File: config.mk
export PLATFORM = sky130hd
export DESIGN_NAME = crsa_core
export DESIGN_NICKNAME = d
export VERILOG_FILES = /design/src/rtl/crsa_pkg.sv /design/src/rtl/crsa_core.sv
export SDC_FILE = /design/constraint.sdc
export NUM_CORES = 1
export LEC_CHECK = 0
export BUFFER_PORTS_ARGS = -buffer_cell sky130_fd_sc_hd__buf_2
export CAP_MARGIN = 20
export CORE_ASPECT_RATIO = 1.1
export CORE_MARGIN = 1
export CORE_UTILIZATION = 57
export DETAILED_ROUTE_END_ITERATION = 7
export GPL_TIMING_DRIVEN = 1
export HOLD_SLACK_MARGIN = 0.05
export PLACE_DENSITY = 0.77
export SLEW_MARGIN = 20
export SYNTH_ARGS = -nofsm -noshare
export SYNTH_HDL_FRONTEND = slang
export SYNTH_SLANG_ARGS = --single-unit
File: constraint.sdc
create_clock -name CLK -period 5.2 [get_ports CLK]
set_clock_uncertainty 0.1 [all_clocks]
set_input_delay 0.78 -clock CLK [delete_from_list [all_inputs] [get_ports CLK]]
set_output_delay 0.78 -clock CLK [all_outputs]
set_load 0.02 [all_outputs]
File: src/rtl/crsa_pkg.sv
package crsa_pkg;
  // ****************************************
  // widths and sizes
  // ****************************************
  localparam int ACC_W = 8;          // accumulator width
  localparam int GPR_W = 12;         // general register width
  localparam int GPR_N = 8;          // number of general registers
  localparam int GSEL_W = 3;         // register select width
  localparam int SCR_AW = 6;         // scratch address width
  localparam int SCR_DEPTH = 64;     // scratch bytes
  localparam logic [ACC_W-1:0] ACC_RST = 8'h00;   // accumulator reset value
  localparam logic [GPR_W-1:0] GPR_RST = 12'h000; // register reset value
  localparam logic [GPR_W-1:0] GPR_ONE = 12'h001; // step for inc and dec

  // ****************************************
  // operation codes
  // ****************************************
  typedef enum logic [3:0] {
    CRSA_NOP = 4'h0,  // no operation
    CRSA_LDS = 4'h1,  // scratch byte to accumulator
    CRSA_STS = 4'h2,  // accumulator to scratch byte
    CRSA_ADS = 4'h3,  // add scratch byte to accumulator
    CRSA_SBS = 4'h4,  // subtract scratch byte from accumulator
    CRSA_LDX = 4'h5,  // external byte to accumulator
    CRSA_STX = 4'h6,  // accumulator to external byte
    CRSA_LDG = 4'h7,  // accumulator to low 8 bits of register
    CRSA_RDG = 4'h8,  // low 8 bits of register to accumulator
    CRSA_ING = 4'h9,  // increment register, 12 bits
    CRSA_DEG = 4'ha,  // decrement register, 12 bits
    CRSA_FET = 4'hb   // instruction fetch from program address
  } crsa_op_e;

  // ****************************************
  // bus sequencer states
  // ****************************************
  typedef enum logic [2:0] {
    CRSA_IDLE = 3'b001,  // waiting for an operation
    CRSA_XRD = 3'b010,   // external read cycle
    CRSA_XWR = 3'b100    // external write cycle
  } crsa_state_e;
endpackage : crsa_pkg

File: src/rtl/crsa_core.sv
`timescale 1ns/10ps
module crsa_core
  import crsa_pkg::*;
(
  input wire logic CLK,
  input wire logic RST_N,
  input wire logic [3:0] OP,
  input wire logic OP_VALID,
  input wire logic [GSEL_W-1:0] OP_REG,
  input wire logic [GPR_W-1:0] FETCH_ADDR,
  input wire logic BUS_DONE,
  input wire logic [ACC_W-1:0] DATA_IN,
  output logic OP_BUSY,
  output logic [ACC_W-1:0] ACC,
  output logic ACC_CARRY,
  output logic [GPR_W-1:0] ADDR,
  output logic [ACC_W-1:0] DATA_OUT,
  output logic DATA_OE_N,
  output logic RD_N,
  output logic WR_N,
  output logic FETCH_VALID,
  output logic [ACC_W-1:0] FETCH_DATA
);

  // ****************************************
  // storage
  // ****************************************
  logic [ACC_W-1:0] acc_r;                    // accumulator
  logic carry_r;                              // carry or borrow of last add or subtract
  logic [GPR_W-1:0] gpr_r [GPR_N];            // general registers
  logic [ACC_W-1:0] scr_r [SCR_DEPTH];        // scratch data memory
  crsa_state_e state_r;                       // bus sequencer
  logic fetch_r;                              // current read is a fetch
  logic [ACC_W-1:0] fetch_data_r;             // fetched code byte
  logic fetch_valid_r;                        // fetch complete pulse
  logic [GPR_W-1:0] addr_r;                   // external address
  logic [ACC_W-1:0] dout_r;                   // write data
  logic busy_r;                               // external cycle running
  logic rd_n_r;                               // read strobe, low active
  logic wr_n_r;                               // write strobe, low active
  logic oe_n_r;                               // data drive, low active

  // ****************************************
  // helpers
  // ****************************************
  // scratch index from a register, upper bits dropped
  function automatic logic [SCR_AW-1:0] scr_idx(input logic [GPR_W-1:0] g);
    scr_idx = g[SCR_AW-1:0];
  endfunction : scr_idx

  logic idle;                                 // sequencer free
  logic take;                                 // operation accepted
  logic [GPR_W-1:0] sel_gpr;                  // selected register
  logic [ACC_W-1:0] scr_byte;                 // selected scratch byte
  logic [ACC_W:0] add_res;                    // sum with carry
  logic [ACC_W:0] sub_res;                    // difference with borrow

  assign idle = (state_r == CRSA_IDLE);
  assign take = idle && OP_VALID;
  assign sel_gpr = gpr_r[OP_REG];
  assign scr_byte = scr_r[scr_idx(sel_gpr)];
  assign add_res = {1'b0, acc_r} + {1'b0, scr_byte};
  assign sub_res = {1'b0, acc_r} - {1'b0, scr_byte};

  // ****************************************
  // accumulator and carry
  // ****************************************
  always_ff @(posedge CLK) begin
    if (!RST_N) begin
      acc_r <= ACC_RST;
      carry_r <= 1'b0;
    end else if (take) begin
      case (crsa_op_e'(OP))
        CRSA_LDS: begin
          acc_r <= scr_byte;
        end
        CRSA_ADS: begin
          acc_r <= add_res[ACC_W-1:0];
          carry_r <= add_res[ACC_W];
        end
        CRSA_SBS: begin
          acc_r <= sub_res[ACC_W-1:0];
          carry_r <= sub_res[ACC_W];
        end
        CRSA_RDG: begin
          acc_r <= sel_gpr[ACC_W-1:0];
        end
        default: begin
          acc_r <= acc_r;  // other ops leave it
        end
      endcase
    end else if (state_r == CRSA_XRD && BUS_DONE && !fetch_r) begin
      acc_r <= DATA_IN;
    end
  end

  // ****************************************
  // scratch memory writes
  // ****************************************
  // internal scratch array, never on the bus
  always_ff @(posedge CLK) begin
    if (!RST_N) begin
      for (int i = 0; i < SCR_DEPTH; i++) begin
        scr_r[i] <= ACC_RST;
      end
    end else if (take && crsa_op_e'(OP) == CRSA_STS) begin
      scr_r[scr_idx(sel_gpr)] <= acc_r;
    end
  end

  // ****************************************
  // general registers
  // ****************************************
  always_ff @(posedge CLK) begin
    if (!RST_N) begin
      for (int i = 0; i < GPR_N; i++) begin
        gpr_r[i] <= GPR_RST;
      end
    end else if (take) begin
      case (crsa_op_e'(OP))
        CRSA_LDG: begin
          gpr_r[OP_REG] <= {sel_gpr[GPR_W-1:ACC_W], acc_r};
        end
        CRSA_ING: begin
          gpr_r[OP_REG] <= sel_gpr + GPR_ONE;
        end
        CRSA_DEG: begin
          gpr_r[OP_REG] <= sel_gpr - GPR_ONE;
        end
        default: begin
          gpr_r[OP_REG] <= sel_gpr;
        end
      endcase
    end
  end

  // ****************************************
  // external bus sequencer
  // ****************************************
  always_ff @(posedge CLK) begin
    if (!RST_N) begin
      state_r <= CRSA_IDLE;
      fetch_r <= 1'b0;
      addr_r <= GPR_RST;
      dout_r <= ACC_RST;
      // strobes released, no cycle running
      busy_r <= 1'b0;
      rd_n_r <= 1'b1;
      wr_n_r <= 1'b1;
      oe_n_r <= 1'b1;
    end else begin
      case (state_r)
        CRSA_IDLE: begin
          if (take) begin
            case (crsa_op_e'(OP))
              CRSA_LDX: begin
                state_r <= CRSA_XRD;
                fetch_r <= 1'b0;
                addr_r <= sel_gpr;
                busy_r <= 1'b1;
                rd_n_r <= 1'b0;
              end
              CRSA_STX: begin
                state_r <= CRSA_XWR;
                addr_r <= sel_gpr;
                dout_r <= acc_r;
                busy_r <= 1'b1;
                wr_n_r <= 1'b0;
                oe_n_r <= 1'b0;
              end
              CRSA_FET: begin
                state_r <= CRSA_XRD;
                fetch_r <= 1'b1;
                addr_r <= FETCH_ADDR;
                busy_r <= 1'b1;
                rd_n_r <= 1'b0;
              end
              // scratch ops stay off the bus
              default: begin
                state_r <= CRSA_IDLE;
              end
            endcase
          end
        end
        CRSA_XRD, CRSA_XWR: begin
          // cycle ends at the edge that sees done
          if (BUS_DONE) begin
            state_r <= CRSA_IDLE;
            busy_r <= 1'b0;
            rd_n_r <= 1'b1;
            wr_n_r <= 1'b1;
            oe_n_r <= 1'b1;
          end
        end
        // stray state: drop back and release the bus
        default: begin
          state_r <= CRSA_IDLE;
          busy_r <= 1'b0;
          rd_n_r <= 1'b1;
          wr_n_r <= 1'b1;
          oe_n_r <= 1'b1;
        end
      endcase
    end
  end

  // ****************************************
  // fetch result
  // ****************************************
  always_ff @(posedge CLK) begin
    if (!RST_N) begin
      fetch_data_r <= ACC_RST;
      fetch_valid_r <= 1'b0;
    end else begin
      fetch_valid_r <= (state_r == CRSA_XRD) && BUS_DONE && fetch_r;
      if ((state_r == CRSA_XRD) && BUS_DONE && fetch_r) begin
        fetch_data_r <= DATA_IN;
      end
    end
  end

  // ****************************************
  // outputs
  // ****************************************
  assign ACC = acc_r;
  assign ACC_CARRY = carry_r;
  assign ADDR = addr_r;
  assign DATA_OUT = dout_r;
  assign FETCH_DATA = fetch_data_r;
  assign FETCH_VALID = fetch_valid_r;
  assign OP_BUSY = busy_r;
  assign RD_N = rd_n_r;
  assign WR_N = wr_n_r;
  assign DATA_OE_N = oe_n_r;

endmodule : crsa_core

==> metrics <==
status=finished clean; type of the worst min-delay path=primary input to register; count of unresolved DRC violations after routing=0; instance count of the mapped netlist=approximately 2,900; total of max-cap violations=0; clock transition at the registers of the reported paths=about 0.060 ns; maximum clock path buffer count=3; switching power=0.00375 W; Synth Register Bits=about 650; IO Pins=73; global route overflow=0; first-pass GRT wire length=roughly 150,000 um; TritonRoute pass-1 iters=8; r2r endpoint=ACC[7]; transition at the pin with the smallest max-transition slack=between 1 and 1.5 ns; number of nets in the finished design=roughly 3,300; Post-Route Setup TNS=0 ns; setup violation total in the final timing report=0; Worst Setup Slack post-DPL=-0.611 ns; Max-Slew Margin vs Limit=a little under a third; final hold violation count=0; static leakage power=about 14 nW; clock tree from TritonCTS=yes; design internal power=0.00980 W; synthesized area divided by synthesized cell count=11.0 um2; element type at the critical path start=register; DR vias=26,111; relative area change from synthesis to final layout=18.2%; die span in x=around 230 um; ratio of total power to cell area=358 nW/um2; sequential power share=44.5%; sequential cell area fraction in the yosys report=between 50% and 60%; vias in the first global route=roughly 26,000; final instance count without filler cells=roughly 4,000; number of buffers created by CTS=69; GRT Total Usage=around 36%; number of antenna violations at the first check in global routing=2; syn_nets=around 3,000; largest fanout on the critical path=7; routability congestion estimate from global placement=1.02; Final min period=5.08 ns; Cell Area, Synth=roughly 32,000 um2; Sinks on Clock Net=653; Initial DRC Count=about 3,600; average wire length per cell after detail routing=about 26 um; Fin Hold WS=between 0.3 and 0.4 ns; Net Sw Frac=around 28%; number of standard-cell rows in the floorplan=90; Final Slew Violations=0; Inst Count DP=3,861; average vias per placed instance=~6.5; count of cell types in the netlist=between 80 and 90; DIE AREA=about 57,000 um2; primary flip-flop cell chosen by synthesis mapping=sky130_fd_sc_hd__edfxtp_1; beginning of the worst register-to-register path=gpr_r[4][0]; die boundary height=approximately 250 um; Worst EP arrival=between 5 and 6 ns; peak supply drop=between 0.2 and 0.25 mV; post-cts hold buffer count=0; initial cell density of the core=58.0%; maximum clock frequency=about 200 MHz; required arrival time at the worst endpoint=between 5 and 6 ns; total length of routed wires=roughly 100,000 um; share of cells above drive strength 1=roughly a fifth; category of the most critical setup path=register to register; source-to-sink clock delay at the later pin of the worst-skew pair=~0.63 ns; last element of the critical path=ACC[7]; post-route antenna net violation count=0; setup slack after layout=~0.12 ns; Post-synth EDFFs=about 600; maximum number of pins on one net before global-route repair=78; placed wire-length estimate after detailed placement=69,600 um; count of H-tree levels built during CTS=3; Crit. End Element=register; Core Footprint=between 50,000 and 60,000 um2; share of the clock period used by the worst path=between 90% and 100%; post-route total power=~0.014 W; relative contribution of the clock network to total power=between 30% and 40%; Yosys warning count=0; root buffer cell=sky130_fd_sc_hd__clkbuf_16; share of total power in combinational logic=17.6%; depth of the worst register-to-register path=22; setup slack of the worst register-to-register path=between 0.1 and 0.15 ns; Critical Path Start=gpr_r[4][0]; fraction of synthesis flops using an asynchronous set or reset pin=0%; Buffers on Ports=72
==> cell families (layout without fill, tap and decap cells) <==
| logic type | after synthesis | count (layout) | synth area share [%] |
|---|---|---|---|
| AND/OR/NAND/NOR | 1309 | 1311 | 20.5 |
| flip-flops | 653 | 653 | 59.9 |
| AO/OA/AOI/OAI | 585 | 585 | 11.9 |
| buffers and inverters | 283 | 622 | 4.25 |
| multiplexers | 60 | 60 | 2.34 |
| adder cells (fa/ha/maj) | 21 | 21 | 0.868 |
| XOR/XNOR | 5 | 5 | 0.184 |
| other | 0 | 1 | 0 |
==> synthesized netlist by cell type, types with 4 or more instances <==
| cell type | number | area (um2) |
|---|---|---|
| sky130_fd_sc_hd__mux2i_1 | 40 | 400 |
| sky130_fd_sc_hd__nor2_1 | 236 | 886 |
| sky130_fd_sc_hd__o21bai_1 | 10 | 75.1 |
| sky130_fd_sc_hd__a31oi_1 | 66 | 413 |
| sky130_fd_sc_hd__a21o_1 | 8 | 60.1 |
| sky130_fd_sc_hd__and3_1 | 42 | 263 |
| sky130_fd_sc_hd__buf_4 | 22 | 165 |
| sky130_fd_sc_hd__nand3_1 | 103 | 515 |
| sky130_fd_sc_hd__nand4_1 | 5 | 31.3 |
| sky130_fd_sc_hd__a22oi_1 | 11 | 82.6 |
| sky130_fd_sc_hd__and2_1 | 387 | 2420 |
| sky130_fd_sc_hd__edfxtp_1 | 608 | 18300 |
| sky130_fd_sc_hd__nand2b_1 | 8 | 50.1 |
| sky130_fd_sc_hd__a21oi_1 | 94 | 470 |
| sky130_fd_sc_hd__buf_2 | 58 | 290 |
| sky130_fd_sc_hd__buf_6 | 17 | 191 |
| sky130_fd_sc_hd__o22a_1 | 24 | 210 |
| sky130_fd_sc_hd__o21ai_0 | 161 | 806 |
| sky130_fd_sc_hd__a221oi_1 | 13 | 114 |
| sky130_fd_sc_hd__a32oi_1 | 10 | 87.6 |
| sky130_fd_sc_hd__nor2b_1 | 38 | 238 |
| sky130_fd_sc_hd__mux4_2 | 11 | 248 |
| sky130_fd_sc_hd__nor3_1 | 161 | 806 |
| sky130_fd_sc_hd__a221o_1 | 4 | 40.0 |
| sky130_fd_sc_hd__mux2_2 | 9 | 101 |
| sky130_fd_sc_hd__buf_1 | 13 | 48.8 |
| sky130_fd_sc_hd__o221ai_1 | 16 | 140 |
| sky130_fd_sc_hd__o21ai_1 | 7 | 35.0 |
| sky130_fd_sc_hd__o32ai_1 | 4 | 35.0 |
| sky130_fd_sc_hd__a311oi_1 | 23 | 201 |
| sky130_fd_sc_hd__inv_1 | 24 | 90.1 |
| sky130_fd_sc_hd__nor4_1 | 8 | 50.1 |
| sky130_fd_sc_hd__a211oi_1 | 45 | 338 |
| sky130_fd_sc_hd__o22ai_1 | 39 | 244 |
| sky130_fd_sc_hd__dfxtp_1 | 45 | 901 |
| sky130_fd_sc_hd__a2111oi_0 | 5 | 43.8 |
| sky130_fd_sc_hd__a22o_1 | 7 | 61.3 |
| sky130_fd_sc_hd__nand2_1 | 302 | 1130 |
| sky130_fd_sc_hd__clkbuf_1 | 147 | 552 |
| sky130_fd_sc_hd__ha_1 | 19 | 238 |
==> flip-flops by register name (all words and copies together) (netlist names) <==
signal / flops
DATA_OUT: 8
ADDR: 12
ACC: 8
FETCH_VALID: 1
state_r: 3
fetch_r: 1
FETCH_DATA: 8
RD_N: 1
ACC_CARRY: 1
WR_N: 1
gpr_r: 96
scr_r: 512
OP_BUSY: 1
==> power by group through the flow <==
stage,registers (W),clock network (W),logic [W]
after global routing,0.00603,0.00533,0.00248
after detailed placement,0.00613,0,0.00226
after floorplan,0.00607,0,0.00115
final,0.00602,0.00514,0.00238
after global placement,0.00612,0,0.00223
after CTS,0.00602,0.00515,0.00227
==> layout make-up <==
class                   instances  area, um2
repair buffers                474       3700
well taps                     736        921
clock buffers                  79       1870
inverters                      25       97.6
flip-flops and latches        653      19200
diodes                          1       2.50
fillers                      3981      17400
clock inverters                44        448
multi-input cells            1982      11600
==> what timing repair did <==
action                     4_1_cts  5_1_grt
buffers inserted                 0        7
gates resized for setup          0       24
setup endpoints to repair        0        3
==> worst max-delay path, stage by stage (launching register included) <==
cell and delay [ns]:
sky130_fd_sc_hd__edfxtp_1 0.37, sky130_fd_sc_hd__mux4_2 0.50, sky130_fd_sc_hd__mux2i_4 0.18, sky130_fd_sc_hd__buf_12 0.15, sky130_fd_sc_hd__buf_4 0.18, sky130_fd_sc_hd__nand3_1 0.17, sky130_fd_sc_hd__buf_4 0.22, sky130_fd_sc_hd__o21ai_0 0.19
sky130_fd_sc_hd__a31oi_1 0.10, sky130_fd_sc_hd__o22ai_1 0.26, sky130_fd_sc_hd__a22oi_2 0.15, sky130_fd_sc_hd__buf_4 0.18, sky130_fd_sc_hd__and4_2 0.27, sky130_fd_sc_hd__ha_1 0.30, sky130_fd_sc_hd__inv_1 0.05, sky130_fd_sc_hd__a21oi_1 0.23
sky130_fd_sc_hd__o21bai_2 0.12, sky130_fd_sc_hd__a2111oi_2 0.37, sky130_fd_sc_hd__buf_4 0.17, sky130_fd_sc_hd__o41ai_1 0.07, sky130_fd_sc_hd__o31a_1 0.29, sky130_fd_sc_hd__o221a_2 0.23, sky130_fd_sc_hd__o31a_1 0.09
==> layer usage <==
| metal | vias up | GRT usage (%) | share of wire [%] |
|---|---|---|---|
| li1 | 11237 | - | - |
| met1 | 12646 | 44.4 | 36 |
| met2 | 1808 | 59.6 | 48 |
| met3 | 420 | 5.94 | 10 |
| met4 | 0 | 21.7 | 6.4 |
| met5 | - | 0 | 0 |
==> cell usage in the layout, fill, tap and decap left out, types with 19 or more instances in the layout <==
master / instances
sky130_fd_sc_hd__buf_12: 25
sky130_fd_sc_hd__and2_1: 387
sky130_fd_sc_hd__a211oi_1: 43
sky130_fd_sc_hd__a21oi_1: 93
sky130_fd_sc_hd__buf_2: 70
sky130_fd_sc_hd__ha_1: 19
sky130_fd_sc_hd__a311oi_1: 20
sky130_fd_sc_hd__edfxtp_1: 608
sky130_fd_sc_hd__nand2_1: 302
sky130_fd_sc_hd__mux2i_1: 39
sky130_fd_sc_hd__nor2_1: 235
sky130_fd_sc_hd__and3_1: 42
sky130_fd_sc_hd__nand3_1: 103
sky130_fd_sc_hd__clkbuf_16: 73
sky130_fd_sc_hd__nor2b_1: 37
sky130_fd_sc_hd__buf_4: 378
sky130_fd_sc_hd__inv_1: 21
sky130_fd_sc_hd__o22a_1: 24
sky130_fd_sc_hd__dfxtp_1: 39
sky130_fd_sc_hd__o21ai_0: 160
sky130_fd_sc_hd__o22ai_1: 39
sky130_fd_sc_hd__a31oi_1: 66
sky130_fd_sc_hd__nor3_1: 160
==> per-stage QoR <==
step / util, % / area (um2)
finish: 68.6 / 37800
CTS: 68.2 / 37600
global route: 68.6 / 37800
global placement: 64.0 / 35300
floorplan: - / 32000
detailed placement: 64.0 / 35300
==> how the worst min path moves through the flow <==
stage	start	end	slack, ns	depth (start not counted)
finish	DATA_IN[6]	FETCH_DATA[6]	0.34	3
CTS	DATA_IN[5]	FETCH_DATA[5]	0.32	3
detailed placement	OP_BUSY	OP_BUSY	0.37	2
global placement	RD_N	RD_N	0.34	1
global route	DATA_IN[5]	FETCH_DATA[5]	0.35	3
floorplan	fetch_r	FETCH_VALID	0.39	1
No activity file was read; power rests on OpenSTA's default activity.
